### src/inc/tblx_pkg.sv
/*
  Constants and carrier types for the table access and test/xor execution unit.
  Assumes a core that presents one decoded instruction word per instruction cycle.
*/
// Summary of operation
// (RULE1) Word 0x0008..0x000B is a table read; low two bits pick pointer update.
// (RULE2) Table read fetches the program byte at the pointer into the table latch.
// (RULE3) Mode 0 none, 1 post-increment, 2 post-decrement, 3 pre-increment.
// (RULE4) Table pointer is a 21-bit byte address over 2 Mbyte.
// (RULE5) Pointer bit 0 low selects low byte, high selects high byte.
// (RULE6) Word 0x000C..0x000F is a table write with the same four modes.
// (RULE7) Table write copies the latch into holding register pointer[2:0].
// (RULE8) Table read and write take two cycles, transfer in the second.
// (RULE9) Table ops and test-skip leave status flags alone.
// (RULE10) Top seven bits 0110011 is test-skip-zero; bit 8 bank select, low byte address.
// (RULE11) Zero register discards the prefetched instruction, costing one extra cycle.
// (RULE12) A skipped two-word instruction costs one more idle cycle.
// (RULE13) Bank bit zero uses access bank, one uses bank select register.
// (RULE14) Word 0x0A kk exclusive-ORs literal into the working register.
// (RULE15) Literal xor sets only negative and zero, in one cycle.
// (RULE16) Holding register loads never alter program memory directly.
package tblx_pkg;
  localparam int PTR_W = 21;
  localparam int HOLD_N = 8;
  localparam int HOLD_A = 3;
  localparam logic [11:0] TBL_HI = 12'h000;
  localparam logic [1:0] TBL_RD_SEL = 2'h2;
  localparam logic [1:0] TBL_WR_SEL = 2'h3;
  localparam logic [6:0] TST_HI = 7'h33;
  localparam logic [7:0] XOR_HI = 8'h0a;
  localparam logic [1:0] MODE_NONE = 2'h0;
  localparam logic [1:0] MODE_POST_INC = 2'h1;
  localparam logic [1:0] MODE_POST_DEC = 2'h2;
  localparam logic [1:0] MODE_PRE_INC = 2'h3;
  localparam logic [20:0] PTR_ONE = 21'h00_0001;
  localparam logic [20:0] PTR_RESET = 21'h00_0000;
  localparam logic [7:0] BYTE_ZERO = 8'h00;
  localparam logic [3:0] BANK_ACCESS = 4'h0;
  typedef struct packed {
    logic valid;
    logic [15:0] word;
    logic next_two_word;
  } instr_s;
  typedef struct packed {
    logic [3:0] bank;
    logic [7:0] offset;
  } data_addr_s;
  typedef struct packed {
    logic negative;
    logic zero;
  } nz_flags_s;
endpackage
### src/hdl/hold_regs.sv
/*
  Eight byte write holding registers with a registered read port.
  Assumes the flash programming sequence outside reads them to commit.
*/
`timescale 1ns/1ps
module hold_regs
(
  input wire logic mclk,
  input wire logic reset,
  input wire logic wr_en,
  input wire logic [2:0] wr_addr,
  input wire logic [7:0] wr_data,
  input wire logic [2:0] rd_addr,
  output logic [7:0] rd_data
);
  logic [7:0] mem [tblx_pkg::HOLD_N];
  logic [7:0] next_rd_data;

  always_comb
  begin
    next_rd_data = mem[rd_addr];
  end

  genvar i;
  generate
    for (i = 0; i < tblx_pkg::HOLD_N; i++)
    begin : g_hold
      always_ff @(posedge mclk or posedge reset)
      begin
        if (reset)
          mem[i] <= tblx_pkg::BYTE_ZERO;
        else if (wr_en && wr_addr == 3'(i))
          mem[i] <= wr_data; // [RULE16]
      end
    end
  endgenerate

  always_ff @(posedge mclk or posedge reset)
  begin
    if (reset)
      rd_data <= tblx_pkg::BYTE_ZERO;
    else
      rd_data <= next_rd_data;
  end
endmodule

### src/hdl/table_access_and_test_exec.sv
/*
  Execution unit for table read, table write, test-skip-zero and literal xor.
  Assumes one instruction per mclk cycle from the fetch stage, a program memory
  that returns a byte in the same cycle as its address, and a data memory with
  combinational read.
*/
`timescale 1ns/1ps
module table_access_and_test_exec
(
  input wire logic mclk,
  input wire logic reset,
  input wire tblx_pkg::instr_s instr,
  input wire logic [3:0] bank_select_register,
  input wire logic [7:0] data_rd,
  input wire logic [7:0] prog_rd_data,
  input wire logic [2:0] hold_rd_addr,
  input wire logic ptr_load,
  input wire logic [20:0] ptr_load_value,
  input wire logic latch_load,
  input wire logic [7:0] latch_load_value,
  input wire logic [7:0] w_in,
  output tblx_pkg::data_addr_s data_addr,
  output logic [20:0] prog_addr,
  output logic prog_rd,
  output logic [20:0] table_pointer,
  output logic [7:0] table_latch,
  output logic [7:0] w_out,
  output logic w_write,
  output tblx_pkg::nz_flags_s flags,
  output logic flags_write,
  output logic busy,
  output logic discard,
  output logic [7:0] hold_rd_data
);
  typedef enum logic [1:0] {IDLE, TBL_RD2, TBL_WR2, SKIP2} state_e;

  state_e state, next_state;
  logic [20:0] next_table_pointer, next_prog_addr, xfer_ptr;
  logic [7:0] next_table_latch, next_w_out, xr;
  logic next_prog_rd, next_w_write, next_flags_write, next_busy, next_discard;
  logic hold_we, next_hold_we;
  logic [2:0] hold_wa, next_hold_wa;
  logic [1:0] mode, next_mode;
  logic extra_skip, next_extra_skip;
  tblx_pkg::nz_flags_s next_flags;
  tblx_pkg::data_addr_s next_data_addr;
  logic is_rd, is_wr, is_tst, is_xor;

  always_comb
  begin
    is_rd = instr.valid && instr.word[15:4] == tblx_pkg::TBL_HI
            && instr.word[3:2] == tblx_pkg::TBL_RD_SEL; // [RULE1]
    is_wr = instr.valid && instr.word[15:4] == tblx_pkg::TBL_HI
            && instr.word[3:2] == tblx_pkg::TBL_WR_SEL; // [RULE6]
    is_tst = instr.valid && instr.word[15:9] == tblx_pkg::TST_HI; // [RULE10]
    is_xor = instr.valid && instr.word[15:8] == tblx_pkg::XOR_HI; // [RULE14]
    xr = w_in ^ instr.word[7:0];
    // Pre-increment uses the bumped pointer for the access itself.
    xfer_ptr = (mode == tblx_pkg::MODE_PRE_INC) ? table_pointer + tblx_pkg::PTR_ONE : table_pointer; // [RULE3]
    next_state = state;
    next_table_pointer = table_pointer;
    next_table_latch = table_latch;
    next_prog_addr = prog_addr;
    next_prog_rd = 1'b0;
    next_w_out = w_out;
    next_w_write = 1'b0;
    next_flags = flags;
    next_flags_write = 1'b0;
    next_busy = 1'b0;
    next_discard = 1'b0;
    next_hold_we = 1'b0;
    next_hold_wa = hold_wa;
    next_mode = mode;
    next_extra_skip = extra_skip;
    next_data_addr = data_addr;
    if (ptr_load)
      next_table_pointer = ptr_load_value;
    if (latch_load)
      next_table_latch = latch_load_value;
    case (state)
      IDLE:
      begin
        if (is_rd || is_wr)
        begin
          next_mode = instr.word[1:0];
          next_busy = 1'b1; // [RULE8]
          next_state = is_rd ? TBL_RD2 : TBL_WR2;
        end
        else if (is_tst)
        begin
          next_data_addr.offset = instr.word[7:0];
          next_data_addr.bank = instr.word[8] ? bank_select_register : tblx_pkg::BANK_ACCESS; // [RULE13]
          if (data_rd == tblx_pkg::BYTE_ZERO)
          begin
            next_discard = 1'b1; // [RULE11]
            next_busy = instr.next_two_word;
            next_extra_skip = instr.next_two_word; // [RULE12]
            next_state = instr.next_two_word ? SKIP2 : IDLE;
          end
        end
        else if (is_xor)
        begin
          next_w_out = xr;
          next_w_write = 1'b1;
          next_flags.negative = xr[7]; // [RULE15]
          next_flags.zero = xr == tblx_pkg::BYTE_ZERO; // [RULE15]
          next_flags_write = 1'b1;
        end
      end
      TBL_RD2:
      begin
        next_prog_addr = xfer_ptr; // [RULE2] [RULE4] [RULE5]
        next_prog_rd = 1'b1;
        next_state = IDLE;
      end
      TBL_WR2:
      begin
        next_hold_wa = xfer_ptr[2:0]; // [RULE7]
        next_hold_we = 1'b1;
        next_state = IDLE;
      end
      SKIP2:
      begin
        next_discard = 1'b1; // [RULE12]
        next_extra_skip = 1'b0;
        next_state = IDLE;
      end
      default:
        next_state = IDLE;
    endcase
    if (state == TBL_RD2 || state == TBL_WR2)
    begin
      case (mode)
        tblx_pkg::MODE_POST_INC: next_table_pointer = table_pointer + tblx_pkg::PTR_ONE; // [RULE3]
        tblx_pkg::MODE_POST_DEC: next_table_pointer = table_pointer - tblx_pkg::PTR_ONE; // [RULE3]
        tblx_pkg::MODE_PRE_INC: next_table_pointer = xfer_ptr; // [RULE3]
        default: next_table_pointer = table_pointer;
      endcase
    end
    if (prog_rd)
      next_table_latch = prog_rd_data; // [RULE2]
  end

  always_ff @(posedge mclk or posedge reset)
  begin
    if (reset)
    begin
      state <= IDLE;
      table_pointer <= tblx_pkg::PTR_RESET;
      table_latch <= tblx_pkg::BYTE_ZERO;
      prog_addr <= tblx_pkg::PTR_RESET;
      prog_rd <= 1'b0;
      w_out <= tblx_pkg::BYTE_ZERO;
      w_write <= 1'b0;
      flags <= '0;
      flags_write <= 1'b0; // [RULE9]
      busy <= 1'b0;
      discard <= 1'b0;
      hold_we <= 1'b0;
      hold_wa <= 3'h0;
      mode <= tblx_pkg::MODE_NONE;
      extra_skip <= 1'b0;
      data_addr <= '0;
    end
    else
    begin
      state <= next_state;
      table_pointer <= next_table_pointer;
      table_latch <= next_table_latch;
      prog_addr <= next_prog_addr;
      prog_rd <= next_prog_rd;
      w_out <= next_w_out;
      w_write <= next_w_write;
      flags <= next_flags;
      flags_write <= next_flags_write;
      busy <= next_busy;
      discard <= next_discard;
      hold_we <= next_hold_we;
      hold_wa <= next_hold_wa;
      mode <= next_mode;
      extra_skip <= next_extra_skip;
      data_addr <= next_data_addr;
    end
  end

  hold_regs u_hold
  (
    .mclk(mclk),
    .reset(reset),
    .wr_en(hold_we),
    .wr_addr(hold_wa),
    .wr_data(table_latch),
    .rd_addr(hold_rd_addr),
    .rd_data(hold_rd_data)
  );

  a_rd_two_cycle: assert property (@(posedge mclk) disable iff (reset) // [RULE8]
    (state == IDLE && is_rd) |=> state == TBL_RD2 ##1 prog_rd)
    else $error("table read did not fetch in second cycle");
  a_wr_hold: assert property (@(posedge mclk) disable iff (reset) // [RULE7]
    state == TBL_WR2 |=> hold_we && hold_wa == $past(xfer_ptr[2:0]))
    else $error("table write holding index wrong");
  a_post_inc: assert property (@(posedge mclk) disable iff (reset) // [RULE3]
    (state != IDLE && state != SKIP2 && mode == tblx_pkg::MODE_POST_INC && !ptr_load)
    |=> table_pointer == $past(table_pointer) + tblx_pkg::PTR_ONE)
    else $error("post increment wrong");
  a_post_dec: assert property (@(posedge mclk) disable iff (reset) // [RULE3]
    (state != IDLE && state != SKIP2 && mode == tblx_pkg::MODE_POST_DEC && !ptr_load)
    |=> table_pointer == $past(table_pointer) - tblx_pkg::PTR_ONE)
    else $error("post decrement wrong");
  a_rd_latch: assert property (@(posedge mclk) disable iff (reset) // [RULE2]
    prog_rd |=> table_latch == $past(prog_rd_data))
    else $error("table latch not loaded");
  a_xor_result: assert property (@(posedge mclk) disable iff (reset) // [RULE14]
    (state == IDLE && is_xor) |=> w_write && w_out == ($past(w_in) ^ $past(instr.word[7:0])))
    else $error("literal xor result wrong");
  a_xor_zero: assert property (@(posedge mclk) disable iff (reset) // [RULE15]
    (state == IDLE && is_xor) |=> flags.zero == (w_out == tblx_pkg::BYTE_ZERO) && !busy)
    else $error("xor zero flag wrong");
  a_no_flags: assert property (@(posedge mclk) disable iff (reset) // [RULE9]
    (state == IDLE && (is_rd || is_wr || is_tst)) |=> !flags_write ##1 !flags_write)
    else $error("flags written by table or test op");
  a_skip_two: assert property (@(posedge mclk) disable iff (reset) // [RULE12]
    (state == IDLE && is_tst && data_rd == tblx_pkg::BYTE_ZERO && instr.next_two_word)
    |=> discard ##1 discard)
    else $error("two word skip not two discards");
  a_skip_one: assert property (@(posedge mclk) disable iff (reset) // [RULE11]
    (state == IDLE && is_tst && data_rd == tblx_pkg::BYTE_ZERO && !instr.next_two_word)
    |=> discard && !busy ##1 !discard)
    else $error("one word skip not a single discard");
  a_bank_access: assert property (@(posedge mclk) disable iff (reset) // [RULE13]
    (state == IDLE && is_tst && !instr.word[8]) |=> data_addr.bank == tblx_pkg::BANK_ACCESS)
    else $error("access bank not used");
endmodule

### config.mk
export PLATFORM = sky130hd
export DESIGN_NAME = table_access_and_test_exec
export DESIGN_NICKNAME = d
export VERILOG_FILES = /design/src/inc/tblx_pkg.sv /design/src/hdl/hold_regs.sv /design/src/hdl/table_access_and_test_exec.sv
export SDC_FILE = /design/constraint.sdc
export NUM_CORES = 1
export LEC_CHECK = 0
export BUFFER_PORTS_ARGS = -buffer_cell sky130_fd_sc_hd__buf_2
export CORE_ASPECT_RATIO = 0.5
export CORE_UTILIZATION = 30
export DETAILED_ROUTE_END_ITERATION = 8
export GPL_ROUTABILITY_DRIVEN = 0
export GPL_TIMING_DRIVEN = 0
export SYNTH_ARGS = -nofsm -noshare
export SYNTH_HDL_FRONTEND = slang
export SYNTH_SLANG_ARGS = --single-unit
### constraint.sdc
create_clock -name mclk -period 9.1 [get_ports mclk]
set_input_delay 0.455 -clock mclk [delete_from_list [all_inputs] [get_ports mclk]]
set_output_delay 0.455 -clock mclk [all_outputs]
set_load 0.02 [all_outputs]
# Word level (Yosys, flattened, before mapping)

Index checks and enable logic that the tools add are counted.

Shifts and indexed selects: 0
Div/mod/pow operators: 0
$mul: 0
Add/sub/neg operators: 2
Order comparisons: 1
Bitwise logic cells: 4
Mux-type cells: 30
Reduce and logical (&&, ||, !) cells: 28
Eq/ne operators: 20

Operators with widths:

| kind                    | number |
|---|---|
| $mux W21                | 3 |
| $pmux W21 S3            | 1 |
| $mux W8                 | 4 |
| $bmux W8 S3             | 1 |
| $add A21 B1 Y21 const B | 1 |
| $sub A21 B1 Y21 const B | 1 |
| $logic_not A8 Y1        | 2 |
| $logic_and A1 B1 Y1     | 13 |
| $mux W1                 | 13 |
| $eq A2 B2 Y1 const B    | 6 |
| $eq A3 B3 Y1 const B    | 4 |
| $logic_not A12 Y1       | 1 |
| $mux W2                 | 5 |
| $eq A8 B4 Y1 const B    | 1 |
| $xor A8 B8 Y8           | 1 |
| $eq A7 B6 Y1 const B    | 1 |
| $eq A3 B2 Y1 const B    | 2 |
| $ne A3 B3 Y1 const B    | 2 |
| $reduce_and A2 Y1       | 3 |
| $eq A2 B1 Y1 const B    | 2 |
| $ge A4 B4 Y1 const B    | 1 |
| $mux W4                 | 1 |
| $ne A4 B2 Y1 const B    | 1 |
| $not A3 Y4              | 1 |
| other kinds (11)        | 14 |

Bits in read-only memories: 0
Memories: 0
Output and inout bits: 85
Bits in writable memories: 0
Bits of input ports: 82
Bits in latches: 0
Bits in registers: 156

# Logic depth before layout (Yosys ltp)

Depth after elaboration: 6
Gate-level depth with buffers: 9
Gate-level depth less buffers: 7

# Modules after synthesis

Synthesis repeated with hierarchy kept, for this count alone.

Cells, all modules: 748
Area total of the unflattened synthesis: 8,166.6 um^2

By module, submodules not included:

| module                     | cells each | area each (um^2) | times used |
|---|---|---|---|
| table_access_and_test_exec | 567        | 4,957.3          | 1 |
| hold_regs                  | 181        | 3,209.3          | 1 |

# Worst setup path before layout

Ideal clock, no wire load.

Path type: register to register
Start: register table_pointer[0]
End: register table_pointer[16]
Period minus slack after synthesis: 2,264 ps
Cell stages (with the launch flop): 9
Slack: 6,836 ps
Required time: 8,973 ps
Arrival time: 2,137 ps
Buffers on the path: 1
Cells stage by stage: dfrtp_1 -> clkbuf_1 -> inv_1 -> ha_1 -> or4b_4 -> nand4b_4 -> o31a_1 -> o21ai_1 -> a31oi_1

Word-level cells in the longest chain between the ends: 4

RTL lines:

| what                   | line                                                                | text |
|---|---|---|
| start, declared        | table_access_and_test_exec.sv:25                                    | `output logic [20:0] table_pointer,` |
| start signal, assigned | table_access_and_test_exec.sv:149                                   | `table_pointer <= tblx_pkg::PTR_RESET;` |
| start signal, assigned | table_access_and_test_exec.sv:168                                   | `table_pointer <= next_table_pointer;` |
| $add A21 B1 Y21        | table_access_and_test_exec.sv:59, table_access_and_test_exec.sv:134 |  |
| $mux W21               | table_access_and_test_exec.sv:59                                    | `xfer_ptr = (mode == tblx_pkg::MODE_PRE_INC) ? table_pointer + tblx_pkg::PTR_ONE : table_pointer;` |
| $pmux W21 S3 *         | table_access_and_test_exec.sv:133                                   | `case (mode)` |
| $mux W21 *             | table_access_and_test_exec.sv:131                                   | `if (state == TBL_RD2 \|\| state == TBL_WR2)` |

Every way passes the cells marked *; elsewhere a longest branch is shown, timed or not.
A chain may end at the register's enable or synchronous reset.

# Worst setup path in the final report

Start: register state[0]
End: register table_pointer[12]

Word-level cells in the longest chain between the ends: 4

RTL lines:

| what                                                                | line                              | text |
|---|---|---|
| start, declared                                                     | table_access_and_test_exec.sv:37  | `state_e state, next_state;` |
| start signal, assigned                                              | table_access_and_test_exec.sv:167 | `state <= next_state;` |
| $eq A2 B1 Y1 / $eq A2 B2 Y1 (equally long branches)                 | table_access_and_test_exec.sv:131 |  |
| $logic_or A1 B1 Y1 *                                                | table_access_and_test_exec.sv:131 |  |
| $ne A4 B2 Y1 (no line) / $reduce_bool A2 Y1 (equally long branches) | --                                |  |
| $reduce_and A2 Y1 (no line)                                         | --                                |  |

Marked as above.

==> flow_metrics.env <==
export IMPL_status="finished clean"
export IMPL_first_pass_iters=7
export IMPL_final_nets=1014
export IMPL_synth_cells=742
export IMPL_share_comb_of_total_power=0.140
export IMPL_rrSetupSlack_ns=6.14
export IMPL_syn2layout_area_growth_pct=23.0
export IMPL_report_final_hold_viol_count=0
export IMPL_use_met3=0.0390
export IMPL_ys_warn_count=0
export IMPL_r2r_start="state[0]"
export IMPL_htree_num_levels=4
export IMPL_fin_setup_tns_ns=0
export IMPL_stdcell_area_mm2=0.0100
export IMPL_max_cap_viol_count=0
export IMPL_antenna_found_initial=0
export IMPL_met2_usage=0.282
export IMPL_critical_path_class="reg -> reg"
export IMPL_clk_pin_slew_ns=0.07
export IMPL_intPower_mw=1.20
export IMPL_design_core_area_mm2=0.0266
export IMPL_die_y_um=119
export IMPL_syn_avg_cell_area_um2=11.0
export IMPL_die_w_um=235
export IMPL_ant_nets=0
export IMPL_busiest_layer="met2"
export IMPL_drc=0
export IMPL_port_buffers=162
export IMPL_grt_usage=0.173
export IMPL_final_common_cell="buf_2"
export IMPL_final_setup_viol_count=0
export IMPL_cts_tree="built"
export IMPL_sw_frac_of_total=0.298
export IMPL_rsz0062_at_grt="no"
export IMPL_synth_ff_type="dfrtp_1"
export IMPL_worstMarginPinSlew_ns=0.860
export IMPL_cts_buffer_depth=2
export IMPL_row_count=42
export IMPL_drive_above_1_share=0.353
export IMPL_post_dp_cell_area_mm2=0.00945
export IMPL_cts_resized=0
export IMPL_drv_slew=0
export IMPL_holdBufCountCts=0
export IMPL_p_sw_mw=0.512
export IMPL_synth_fp_nets=832
export IMPL_final_min_clock_period_ns=2.96
export IMPL_timing_rr_end="table_pointer[12]"
export IMPL_min_period_over_period=0.325
export IMPL_p_leak_nw=4.71
export IMPL_post_cts_setup_buffers=0
export IMPL_synth_seq_cells=155
export IMPL_synthTopCellsByArea="dfrtp_1 (48%), mux2_2 (11%), mux4_2 (4.4%), o21ai_0 (2.9%), nand2_1 (2.7%)"
export IMPL_peakVddDrop_mv=0.104
export IMPL_clk_latency_ns=0.44
export IMPL_required_ns=9.47
export IMPL_vias=6708
export IMPL_via_per_inst=5.20
export IMPL_wl_um=23400
export IMPL_cts_sinks=155
export IMPL_ff2ff_path_depth=7
export IMPL_slew_limit_headroom=0.423
export IMPL_startpoint_type="flip-flop"
export IMPL_synth_top_area_frac=0.475
export IMPL_met1_usage=0.216
export IMPL_arrival_ns=3.32
export IMPL_finClkSkew_ns=0.0105
export IMPL_seqPwrFrac=0.438
export IMPL_ys_types=64
export IMPL_yosysTopAreaCell="dfrtp_1"
export IMPL_cts_root_buffer="clkbuf_16"
export IMPL_grt_overflow=0
export IMPL_drt_iter0_markers=630
export IMPL_grt_pass1_wl_um=37300
export IMPL_synth_edf_count=0
export IMPL_wl_per_cell_um=18.2
export IMPL_synth_async_sr_flop_share=1.00
export IMPL_dieArea_mm2=0.0279
export IMPL_final_cell_mix="buf_2 (174), dfrtp_1 (155), mux2_2 (82)"
export IMPL_start_util=0.307
export IMPL_ios=167
export IMPL_pwr_share_clk=0.421
export IMPL_yosysSeqAreaShare=0.475
export IMPL_power_density_mw_per_mm2=171
export IMPL_end_kind="flip-flop"
export IMPL_hold_path_class="in -> async"
export IMPL_n_antenna_cell=0
export IMPL_netlist_area_mm2=0.00816
export IMPL_numCtsBuffers=17
export IMPL_path_max_fanout=10
export IMPL_hpwl_um=16900
export IMPL_grt_max_degree=80
export IMPL_fmaxAchievable_ghz=0.338
export IMPL_grt_pass1_vias=6740
flip-flops by register name, indices dropped and copies added, names as in the netlist:
signal / count
busy: 1
data_addr: 12
discard: 1
flags: 1
flags_write: 1
hold_wa: 3
hold_we: 1
mode: 2
prog_addr: 21
prog_rd: 1
state: 2
table_latch: 8
table_pointer: 21
u_hold.mem: 64
u_hold.rd_data: 8
w_out: 8
final cells by class:
type / instances / area (um^2)
buffer: 58 / 267
clock inverter: 14 / 154
multi-input combinational: 517 / 3970
fill: 2660 / 16600
inverter: 12 / 50.0
tap: 352 / 440
timing repair buffer: 163 / 838
clock buffer: 18 / 439
sequential: 155 / 3880
cells in the mapped netlist, types with 4 or more instances:
library cell,n
nand4b_1,7
mux2i_1,14
a221oi_1,7
buf_4,5
a211oi_1,4
dfrtp_1,155
a31oi_1,10
nor3_2,4
o21ai_0,48
and4_1,6
nand2_1,58
nor4_1,4
and2_1,6
or3_1,6
nand3_1,20
inv_1,12
ha_1,8
xor2_1,22
mux2_2,82
a221o_1,5
nand2b_1,5
xnor2_1,17
nand4_1,11
a21oi_1,38
nor3_1,10
mux4_2,16
buf_2,12
clkbuf_1,35
nor2_1,47
buf_1,4
and3_1,10
power by group through the flow:
stage	combinational (mW)	sequential, mW	clock, mW
2_1_floorplan	0.118	0.792	0
3_3_place_gp	0.237	0.764	0
3_5_place_dp	0.242	0.765	0
4_1_cts	0.243	0.752	0.741
5_1_grt	0.264	0.757	0.774
6_report	0.241	0.752	0.723
worst max path at each step:
| stage | start | endpoint | slack [ns] | cells after the start |
|---|---|---|---|---|
| 5_1_grt | state[0] | table_pointer[6] | 6.07 | 7 |
| 3_5_place_dp | state[0] | table_pointer[12] | 6.26 | 7 |
| 2_1_floorplan | reset | busy | 4.47 | 1 |
| 6_report | state[0] | table_pointer[12] | 6.14 | 7 |
| 4_1_cts | state[0] | table_pointer[12] | 6.23 | 7 |
| 3_3_place_gp | reset | table_pointer[12] | 2.71 | 2 |
worst max-delay path, stage by stage (launching register included):
cell	delay, ns
dfrtp_1	0.37
inv_1	0.09
ha_1	0.45
clkbuf_1	0.43
clkbuf_1	0.57
clkbuf_1	0.55
o21ai_0	0.24
a2bb2oi_1	0.17
routing by layer:
| layer | vias to the layer above | share of wire |
|---|---|---|
| met5 | - | 0 |
| met4 | 0 | 0.031 |
| met3 | 58 | 0.055 |
| met2 | 226 | 0.49 |
| met1 | 3358 | 0.42 |
| li1 | 3066 | - |
cells by family (layout without fill, tap and decap cells):
kind of cell,count (synthesis),in the layout,share of synthesized area
flip-flops,155,155,0.475
multiplexers,112,112,0.174
adder cells (fa/ha/maj),8,8,0.0123
buffers and inverters,70,265,0.0382
XOR/XNOR,39,39,0.0419
AO/OA/AOI/OAI,136,136,0.101
AND/OR/NAND/NOR,222,222,0.157
stage by stage:
step	utilization	hold WS (ns)	cells	total power, mW	setup slack (ns)
2_1_floorplan	-	0.474	742	0.911	4.47
3_3_place_gp	0.354	0.464	1256	1.00	2.71
3_5_place_dp	0.355	0.466	1257	1.01	6.26
4_1_cts	0.378	0.149	1289	1.74	6.23
5_1_grt	0.378	0.180	1289	1.79	6.07
6_report	0.378	0.110	1289	1.72	6.14
Note: power is estimated with default switching activity, not from simulation.
